<file path="src/pkg/nco_pkg.sv">
// Purpose: Shared constants for the phase accumulator core
// Assumes: One 200 MHz clock, synchronous active-high reset
// Notes: Register indices double as byte addresses times four
package nco_pkg;
  localparam int unsigned ACC_W = 48;
  localparam int unsigned PHASE_W = 14;
  localparam int unsigned SCALE_W = 10;
  localparam int unsigned ADDR_W = 8;
  // *****************************************************
  // Register map (byte addresses, 32-bit data)
  // *****************************************************
  localparam logic [7:0] REG_STEP_LO = 8'h00;
  localparam logic [7:0] REG_STEP_HI = 8'h04;
  localparam logic [7:0] REG_PHASE = 8'h08;
  localparam logic [7:0] REG_SCALE = 8'h0C;
  localparam logic [7:0] REG_CTRL = 8'h10;
  localparam logic [7:0] REG_STATUS = 8'h14;
  localparam logic [7:0] REG_PHASE_OUT = 8'h18;
  localparam int unsigned CTRL_PD_BIT = 4;
  // *****************************************************
  // Reset values
  // *****************************************************
  localparam logic [47:0] STEP_RST = 48'h0000_0000_0000;
  localparam logic [13:0] PHASE_RST = 14'h0000;
  // Nearest code to 20 mA at 120 uA: 120 uA * (72 + 192*505/1024) is 20.0 mA
  localparam logic [9:0] SCALE_RST = 10'h01F9;
  localparam logic PD_RST = 1'b0;
  typedef enum logic [1:0] {
    CLK_CRYSTAL = 2'b00,
    CLK_EXT_MULT = 2'b01,
    CLK_BYPASS = 2'b11
  } clk_cfg_t;
endpackage : nco_pkg

</file>
<file path="src/hw/edge_sync.sv">
// Purpose: Two-stage synchroniser with rising-edge pulse
// Assumes: Asynchronous pin input, single clock domain
// Notes: First stage feeds only the second stage
`timescale 1ns/10ps
module edge_sync
(
  input wire logic clk_in,
  input wire logic rst_in,
  input wire logic pin_in,
  output logic level_out,
  output logic rise_out
);
  logic meta;
  logic sync;
  logic prev;
  always_ff @(posedge clk_in)
  begin
    if (rst_in)
    begin
      meta <= 1'b0;
      sync <= 1'b0;
      prev <= 1'b0;
    end
    else
    begin
      meta <= pin_in;
      sync <= meta;
      prev <= sync;
    end
  end
  assign level_out = sync;
  assign rise_out = sync & ~prev;
endmodule : edge_sync

</file>
<file path="src/hw/phase_accum.sv">
// Purpose: Modulo 2^48 phase accumulator with phase offset add
// Assumes: Advances on every enabled sampling cycle
// Notes: Carry out of the top bit is dropped from acc_out and registered on wrap_out
`timescale 1ns/10ps
module phase_accum
  import nco_pkg::*;
#(
  parameter int unsigned WIDTH = ACC_W,
  parameter int unsigned PW = PHASE_W
)
(
  input wire logic clk_in,
  input wire logic rst_in,
  input wire logic [WIDTH-1:0] step_in,
  input wire logic [PW-1:0] offset_in,
  output logic [WIDTH-1:0] acc_out,
  output logic [PW-1:0] phase_out,
  output logic wrap_out
);
  logic [WIDTH:0] sum;
  assign sum = {1'b0, acc_out} + {1'b0, step_in};
  always_ff @(posedge clk_in)
  begin
    if (rst_in)
    begin
      acc_out <= '0;
      phase_out <= '0;
      wrap_out <= 1'b0;
    end
    else
    begin
      acc_out <= sum[WIDTH-1:0];
      wrap_out <= sum[WIDTH];
      phase_out <= acc_out[WIDTH-1 -: PW] + offset_in;
    end
  end
endmodule : phase_accum

</file>
<file path="src/hw/dds_core.sv">
//
// Contract
// Phase accumulator is a 48-bit modulo counter stepped by the step word.
// Each sampling cycle the step word adds to the running total.
// Overflow wraps keeping the remainder; wrap rate sets output frequency.
// Host computes step word as round(2^48 * fout / fs).
// Programmable 14-bit phase offset shifts phase by 2pi*value/2^14.
// Holds 10-bit DAC scale code setting full-scale current.
// Reset loads scale code giving 20 mA with recommended resistor.
// Multiplier active when control bit 4 at 0x10 is zero; one bypasses.
// Source select low enables crystal amplifier; high accepts external clock.
// Source select never disables the multiplier by itself.
// Bypassed multiplier means reference input directly clocks sampling.
// Three clock configurations: bypass, external to multiplier, crystal to multiplier.
// Commit strobe rising edge copies staged words into active registers.
// Active-high chip reset holds the device in reset.
// Phase offset adds modulo 2^14 to top 14 accumulator bits.
//
// Purpose: Top of the synthesizer's digital phase core
// Assumes: clk_in is the sampling clock; pins pass a two-flop synchroniser
// Notes: Staged words take effect only on a commit strobe rising edge
//
// Implementation choices: the placing of the registers and the address-and-strobe port.
`timescale 1ns/10ps
module dds_core
  import nco_pkg::*;
#(
  parameter int unsigned STEP_W = ACC_W,
  parameter int unsigned OFFS_W = PHASE_W,
  parameter int unsigned CODE_W = SCALE_W
)
(
  input wire logic clk_in,
  input wire logic rst_in,
  input wire logic [ADDR_W-1:0] addr_in,
  input wire logic [31:0] wdata_in,
  input wire logic wr_in,
  input wire logic rd_in,
  output logic [31:0] rdata_out,
  input wire logic commit_in,
  input wire logic osc_source_select_in,
  output logic [OFFS_W-1:0] phase_out,
  output logic [CODE_W-1:0] dac_scale_code_out,
  output logic xtal_amp_enable_out,
  output logic mult_enable_out,
  output logic bypass_select_out,
  output logic [1:0] clk_cfg_out
);
  // ****************************************************
  // Parameter checks
  // ****************************************************
  // Bus slices follow the fixed register layout, so other widths would misplace fields
  if (STEP_W != ACC_W || OFFS_W != PHASE_W || CODE_W != SCALE_W)
  begin : g_bad_width
    $error("Widths must match the register layout");
  end

  // ****************************************************
  // Staged and active registers
  // ****************************************************
  logic [STEP_W-1:0] staged_step;
  logic [OFFS_W-1:0] staged_phase;
  logic [CODE_W-1:0] staged_scale;
  logic staged_pd;
  logic [STEP_W-1:0] freq_step_word;
  logic [OFFS_W-1:0] phase_offset;
  logic [CODE_W-1:0] dac_scale_code;
  logic clk_mult_powerdown;
  logic src_level;
  logic commit_rise;
  logic [STEP_W-1:0] acc_value;
  logic [OFFS_W-1:0] acc_phase;
  logic wrap_flag;
  logic [31:0] next_rdata;

  // ****************************************************
  // Pin synchronisers
  // ****************************************************
  // Both pins are asynchronous, so each passes two flops before any logic reads it
  edge_sync u_commit_sync
  (
    .clk_in(clk_in),
    .rst_in(rst_in),
    .pin_in(commit_in),
    .level_out(),
    .rise_out(commit_rise)
  );

  edge_sync u_src_sync
  (
    .clk_in(clk_in),
    .rst_in(rst_in),
    .pin_in(osc_source_select_in),
    .level_out(src_level),
    .rise_out()
  );

  // ****************************************************
  // Write decode
  // ****************************************************
  function automatic logic reg_hit(input logic strobe, input logic [ADDR_W-1:0] addr, input logic [ADDR_W-1:0] offset);
    return strobe && (addr == offset);
  endfunction : reg_hit

  wire wr_step_lo = reg_hit(wr_in, addr_in, REG_STEP_LO);
  wire wr_step_hi = reg_hit(wr_in, addr_in, REG_STEP_HI);
  wire wr_phase = reg_hit(wr_in, addr_in, REG_PHASE);
  wire wr_scale = reg_hit(wr_in, addr_in, REG_SCALE);
  wire wr_ctrl = reg_hit(wr_in, addr_in, REG_CTRL);

  // ****************************************************
  // Staged words, written by software
  // ****************************************************
  always_ff @(posedge clk_in)
  begin
    if (rst_in)
    begin
      staged_step <= STEP_RST;
    end
    else if (wr_step_lo)
    begin
      staged_step[31:0] <= wdata_in;
    end
    else if (wr_step_hi)
    begin
      staged_step[47:32] <= wdata_in[15:0];
    end
  end

  always_ff @(posedge clk_in)
  begin
    if (rst_in)
    begin
      staged_phase <= PHASE_RST;
    end
    else if (wr_phase)
    begin
      staged_phase <= wdata_in[OFFS_W-1:0];
    end
  end

  always_ff @(posedge clk_in)
  begin
    if (rst_in)
    begin
      staged_scale <= SCALE_RST;
    end
    else if (wr_scale)
    begin
      staged_scale <= wdata_in[CODE_W-1:0];
    end
  end

  always_ff @(posedge clk_in)
  begin
    if (rst_in)
    begin
      staged_pd <= PD_RST;
    end
    else if (wr_ctrl)
    begin
      staged_pd <= wdata_in[CTRL_PD_BIT];
    end
  end

  // ****************************************************
  // Active words, loaded on commit
  // ****************************************************
  // Active words move only on commit, so a half-written step never reaches the accumulator
  always_ff @(posedge clk_in)
  begin
    if (rst_in)
    begin
      freq_step_word <= STEP_RST;
    end
    else if (commit_rise)
    begin
      freq_step_word <= staged_step;
    end
  end

  always_ff @(posedge clk_in)
  begin
    if (rst_in)
    begin
      phase_offset <= PHASE_RST;
    end
    else if (commit_rise)
    begin
      phase_offset <= staged_phase;
    end
  end

  always_ff @(posedge clk_in)
  begin
    if (rst_in)
    begin
      dac_scale_code <= SCALE_RST;
    end
    else if (commit_rise)
    begin
      dac_scale_code <= staged_scale;
    end
  end

  always_ff @(posedge clk_in)
  begin
    if (rst_in)
    begin
      clk_mult_powerdown <= PD_RST;
    end
    else if (commit_rise)
    begin
      clk_mult_powerdown <= staged_pd;
    end
  end

  // ****************************************************
  // Accumulator
  // ****************************************************
  phase_accum #(
    .WIDTH(STEP_W),
    .PW(OFFS_W)
  ) u_accum
  (
    .clk_in(clk_in),
    .rst_in(rst_in),
    .step_in(freq_step_word),
    .offset_in(phase_offset),
    .acc_out(acc_value),
    .phase_out(acc_phase),
    .wrap_out(wrap_flag)
  );

  // ****************************************************
  // Clock source selection
  // ****************************************************
  // Multiplier depends only on the powerdown bit, never on the select pin
  wire mult_on = ~clk_mult_powerdown;
  wire xtal_on = ~src_level;
  clk_cfg_t next_cfg;
  assign next_cfg = clk_mult_powerdown ? CLK_BYPASS : (src_level ? CLK_EXT_MULT : CLK_CRYSTAL);

  // ****************************************************
  // Output registers
  // ****************************************************
  // Every output leaves from its own flop, so pins never glitch on decode changes
  always_ff @(posedge clk_in)
  begin
    if (rst_in)
    begin
      phase_out <= '0;
    end
    else
    begin
      phase_out <= acc_phase;
    end
  end

  always_ff @(posedge clk_in)
  begin
    if (rst_in)
    begin
      dac_scale_code_out <= SCALE_RST;
    end
    else
    begin
      dac_scale_code_out <= dac_scale_code;
    end
  end

  always_ff @(posedge clk_in)
  begin
    if (rst_in)
    begin
      xtal_amp_enable_out <= 1'b1;
    end
    else
    begin
      xtal_amp_enable_out <= xtal_on;
    end
  end

  always_ff @(posedge clk_in)
  begin
    if (rst_in)
    begin
      mult_enable_out <= 1'b1;
    end
    else
    begin
      mult_enable_out <= mult_on;
    end
  end

  always_ff @(posedge clk_in)
  begin
    if (rst_in)
    begin
      bypass_select_out <= 1'b0;
    end
    else
    begin
      bypass_select_out <= clk_mult_powerdown;
    end
  end

  always_ff @(posedge clk_in)
  begin
    if (rst_in)
    begin
      clk_cfg_out <= CLK_CRYSTAL;
    end
    else
    begin
      clk_cfg_out <= next_cfg;
    end
  end

  // ****************************************************
  // Register read
  // ****************************************************
  // Reads show the active words, so software can confirm a commit landed
  always_comb
  begin
    next_rdata = 32'h0000_0000;
    case (addr_in)
      REG_STEP_LO: next_rdata = freq_step_word[31:0];
      REG_STEP_HI: next_rdata = {16'h0000, freq_step_word[47:32]};
      REG_PHASE: next_rdata = {18'h0_0000, phase_offset};
      REG_SCALE: next_rdata = {22'h00_0000, dac_scale_code};
      REG_CTRL: next_rdata = {27'h000_0000, clk_mult_powerdown, 4'h0};
      REG_STATUS: next_rdata = {28'h000_0000, wrap_flag, src_level, clk_cfg_out};
      REG_PHASE_OUT: next_rdata = {18'h0_0000, acc_value[47 -: 14]};
      default: next_rdata = 32'h0000_0000;
    endcase
  end

  always_ff @(posedge clk_in)
  begin
    if (rst_in)
      rdata_out <= 32'h0000_0000;
    else if (rd_in)
      rdata_out <= next_rdata;
    else
      rdata_out <= 32'h0000_0000;
  end
endmodule : dds_core

</file>
<file path="config.mk">
export PLATFORM = sky130hd
export DESIGN_NAME = dds_core
export DESIGN_NICKNAME = d
export VERILOG_FILES = /design/src/pkg/nco_pkg.sv /design/src/hw/edge_sync.sv /design/src/hw/phase_accum.sv /design/src/hw/dds_core.sv
export SDC_FILE = /design/constraint.sdc
export NUM_CORES = 1
export LEC_CHECK = 0
export BUFFER_PORTS_ARGS = -buffer_cell sky130_fd_sc_hd__buf_2
export CORE_MARGIN = 2
export CORE_UTILIZATION = 45
export DETAILED_ROUTE_END_ITERATION = 8
export PLACE_DENSITY = 0.61
export SKIP_CTS_REPAIR_TIMING = 1
export SYNTH_ARGS = -nofsm -noshare
export SYNTH_HDL_FRONTEND = slang
export SYNTH_SLANG_ARGS = --single-unit
export TNS_END_PERCENT = 20
</file>
<file path="constraint.sdc">
create_clock -name clk_in -period 5.7 [get_ports clk_in]
set_clock_uncertainty 0.05 [all_clocks]
set_input_delay 1.14 -clock clk_in [delete_from_list [all_inputs] [get_ports clk_in]]
set_output_delay 1.14 -clock clk_in [all_outputs]
set_load 0.02 [all_outputs]
</file>
==> flow_summary_export.csv <==
group,metric,value,unit
floorplanning,die_w,169,um
placed_design,gp_congestion,0.881,
power_and_ir_drop,power_leakage,5.56,nW
logic_synthesis,synth_edf_count,0,
clock_network,cts.root.buffer_cell,"clkbuf_16",
critical_path,path_common_cell,"nand2_1",
grt,grt_pass1_wl,51.7,mm
power_and_ir_drop,switchingPower,0.000874,W
floorplanning,core.rowCount,60,
critical_path,required,6.03,ns
critical_path,slowest_delay,0.82,ns
worst_hold_path,holdCritPathClass,"flop to flop",
floorplanning,core_region_area,0.0268,mm2
critical_path,cp_slowest_cell,"nand2_1",
power_and_ir_drop,peakVddDrop,0.228,mV
layout,area_growth,13.7,%
timing,slew_headroom,21.0,%
placed_design,hpwl,23.3,mm
floorplanning,die_h,169,um
critical_path,cp.arrival,3.72,ns
route,vias,10300,
layout,diodes,0,
clock_network,clk_latency,0.57,ns
logic_synthesis,avgSynthCellArea,8.28,um2
floorplanning,start_util,45.7,%
grt,track_usage,22.6,%
flow_run,maxCapViolCount,0,
timing,finalHoldViolCount,0,
timing,worst_pin_slew,1.18,ns
logic_synthesis,synth-seq-cells,274,
critical_path,path_cells,"buf_2 -> nor3_1 -> nand2_1 -> or3_1 -> nor2_2 -> nand2_1 -> nand2_1 -> a21oi_1",
timing,setup_viol,0,
power_and_ir_drop,p_per_area,289,mW/mm2
route,initialDrtViolationCount,797,
critical_path,start_kind,"input pin",
clock_network,cts_buffers,29,
clock_network,h-tree-depth,1,
timing,period_share,59.5,%
route,routed_wl,32.3,mm
grt,grt_max_degree,111,
route,antenna_left,0,
layout,final_core_util,51.9,%
power_and_ir_drop,seqPwrFrac,48.1,%
logic_synthesis,syn-cell-area,0.0122,mm2
grt,antenna_found_initial,1,
route,wl_per_cell,17.0,um
route,drc,0,
critical_path,critPathKind,"input pin to flop",
layout,drive_above_1_share,13.1,%
clock_network,clockBufferDepth,3,
outcome,status,"complete, no violations",
route,first_pass_iters,6,
floorplanning,ios,107,
clock_network,cts_tree,"done",
grt,grt_overflow,0,
power_and_ir_drop,power.share.combinational,3.1,%
timing,fin_setup_tns,0,ns
clock_network,cts.clk_slew.worst_paths,0.06,ns
power_and_ir_drop,power_frac_clock,48.8,%
timing,slew_viol_final,0,
timing,period_minus_slack,3.39,ns
logic_synthesis,syn_inst,1478,
logic_synthesis,yosysWarnings,0,
logic_synthesis,synth_cell_types,71,
layout,nets,1647,
logic_synthesis,synth_ff_type,"dfxtp_1",
logic_synthesis,synth_fp_nets,1587,
critical_path,endpoint_kind,"flop",
critical_path,cp_max_fo,32,
clock_network,cts.sinks,274,
power_and_ir_drop,internal_power,0.00315,W
logic_synthesis,async_flop_share,0,%
route,viasPerCell,5.44,
grt,grt_pass1_vias,9531,
logic_synthesis,seq_area_frac_synth,44.8,%
timing,max_freq,0.295,GHz
floorplanning,die-area,0.0285,mm2
placed_design,io_buffers,106,
power_and_ir_drop,p_sw_share,21.7,%
timing,rsz0062_at_grt,"false",
routing by layer:
| layer | GRT usage, % | vias to the layer above | routed length [um] |
|---|---|---|---|
| li1 | - | 5164 | - |
| met2 | 34.5 | 238 | 13900 |
| met1 | 33.2 | 4899 | 15800 |
| met3 | 3.44 | 48 | 1850 |
| met5 | 0 | - | 0 |
| met4 | 6.00 | 0 | 714 |
area by class of cell:
| class | instances | area, um2 |
|---|---|---|
| Fill cell | 2614 | 12900 |
| Multi-Input combinational cell | 1098 | 6320 |
| Sequential cell | 274 | 5490 |
| Clock buffer | 42 | 865 |
| Timing Repair Buffer | 112 | 582 |
| Tap cell | 341 | 427 |
| Clock inverter | 11 | 154 |
| Inverter | 23 | 86.3 |
power by group through the flow:
stage | Combinational [W] | Sequential, W | Clock [W]
global placement | 0.000123 | 0.00198 | 0
floorplan | 0.0000743 | 0.00198 | 0
detailed placement | 0.000124 | 0.00198 | 0
global route | 0.000135 | 0.00194 | 0.00209
CTS | 0.000125 | 0.00194 | 0.00200
finish | 0.000123 | 0.00194 | 0.00197
final timing paths:
path,startpoint,endpoint,slack (ns),cells after the start
setup / recovery,addr_in[7],staged_step[24],2.31,8
hold / removal,u_accum.phase_out[7],phase_out[7],0.38,1
setup reg to reg,freq_step_word[0],u_accum.acc_out[46],2.59,10
hold reg to reg,u_accum.phase_out[7],phase_out[7],0.38,1
layout by cell type (no fill, tap or decap), drive strengths merged, types with 9 or more instances in the layout:
cell type,count
clkbuf,42
nor2,101
mux2,14
or2,9
inv,25
ha,61
a31oi,14
nor3,16
a21o,25
mux2i,18
a221oi,9
o21ai,32
nand2,349
a21oi,210
o21bai,13
and3,10
and2,23
buf,112
nor2b,42
dfxtp,274
nand4,18
nand3,16
xnor2,30
xor2,11
through the flow:
| step | worst slack [ns] | instance area (um2) | total power (W) | instances | hold slack [ns] |
|---|---|---|---|---|---|
| 2_1_floorplan | 2.96 | 12200 | 0.00205 | 1478 | 0.328 |
| 3_3_place_gp | 1.76 | 12900 | 0.00210 | 1848 | 0.368 |
| 3_5_place_dp | 1.75 | 12900 | 0.00210 | 1848 | 0.370 |
| 4_1_cts | 2.26 | 13900 | 0.00407 | 1901 | 0.384 |
| 5_1_grt | 2.03 | 13900 | 0.00417 | 1901 | 0.406 |
| 6_report | 2.31 | 13900 | 0.00403 | 1901 | 0.383 |
synthesized netlist by cell type (9+ instances only):
cell type,n,share of area [%]
inv_1,23,0.71
a21o_1,24,1.5
nand4_1,18,0.92
o21bai_1,13,0.80
nor3_1,16,0.65
nand3_1,16,0.65
a21oi_1,206,8.4
nand2_1,349,11
o21ai_0,28,1.1
xnor2_1,30,2.1
nor2_1,97,3.0
mux2_2,13,1.2
a31oi_1,14,0.72
or2_2,9,0.46
xor2_1,11,0.79
ha_1,61,6.2
and3_1,9,0.46
nor2b_1,42,2.1
dfxtp_1,274,45
and2_1,19,0.97
clkbuf_1,65,2.0
buf_2,9,0.37
mux2i_1,18,1.5
state kept, by name (all words and copies together), names as in the netlist, 14 cells and up:
register / flops
freq_step_word: 48
phase_offset: 14
phase_out: 14
rdata_out: 32
staged_phase: 14
staged_step: 48
u_accum.acc_out: 48
u_accum.phase_out: 14
logic make-up after synthesis:
kind of cell	synth area share, %
AO/OA/AOI/OAI	17.8
AND/OR/NAND/NOR	21.4
buffers and inverters	3.74
adder cells (fa/ha/maj)	6.56
XOR/XNOR	2.93
flip-flops	44.8
multiplexers	2.76
worst max-delay path, delay by kind of cell:
kind                   cells  cell delay [ns]
AOI/OAI and AO/OA          1             0.10
and+or+nand+nor            6             2.35
buffers and inverters      1             0.10
(Power assumes the default switching activity.)
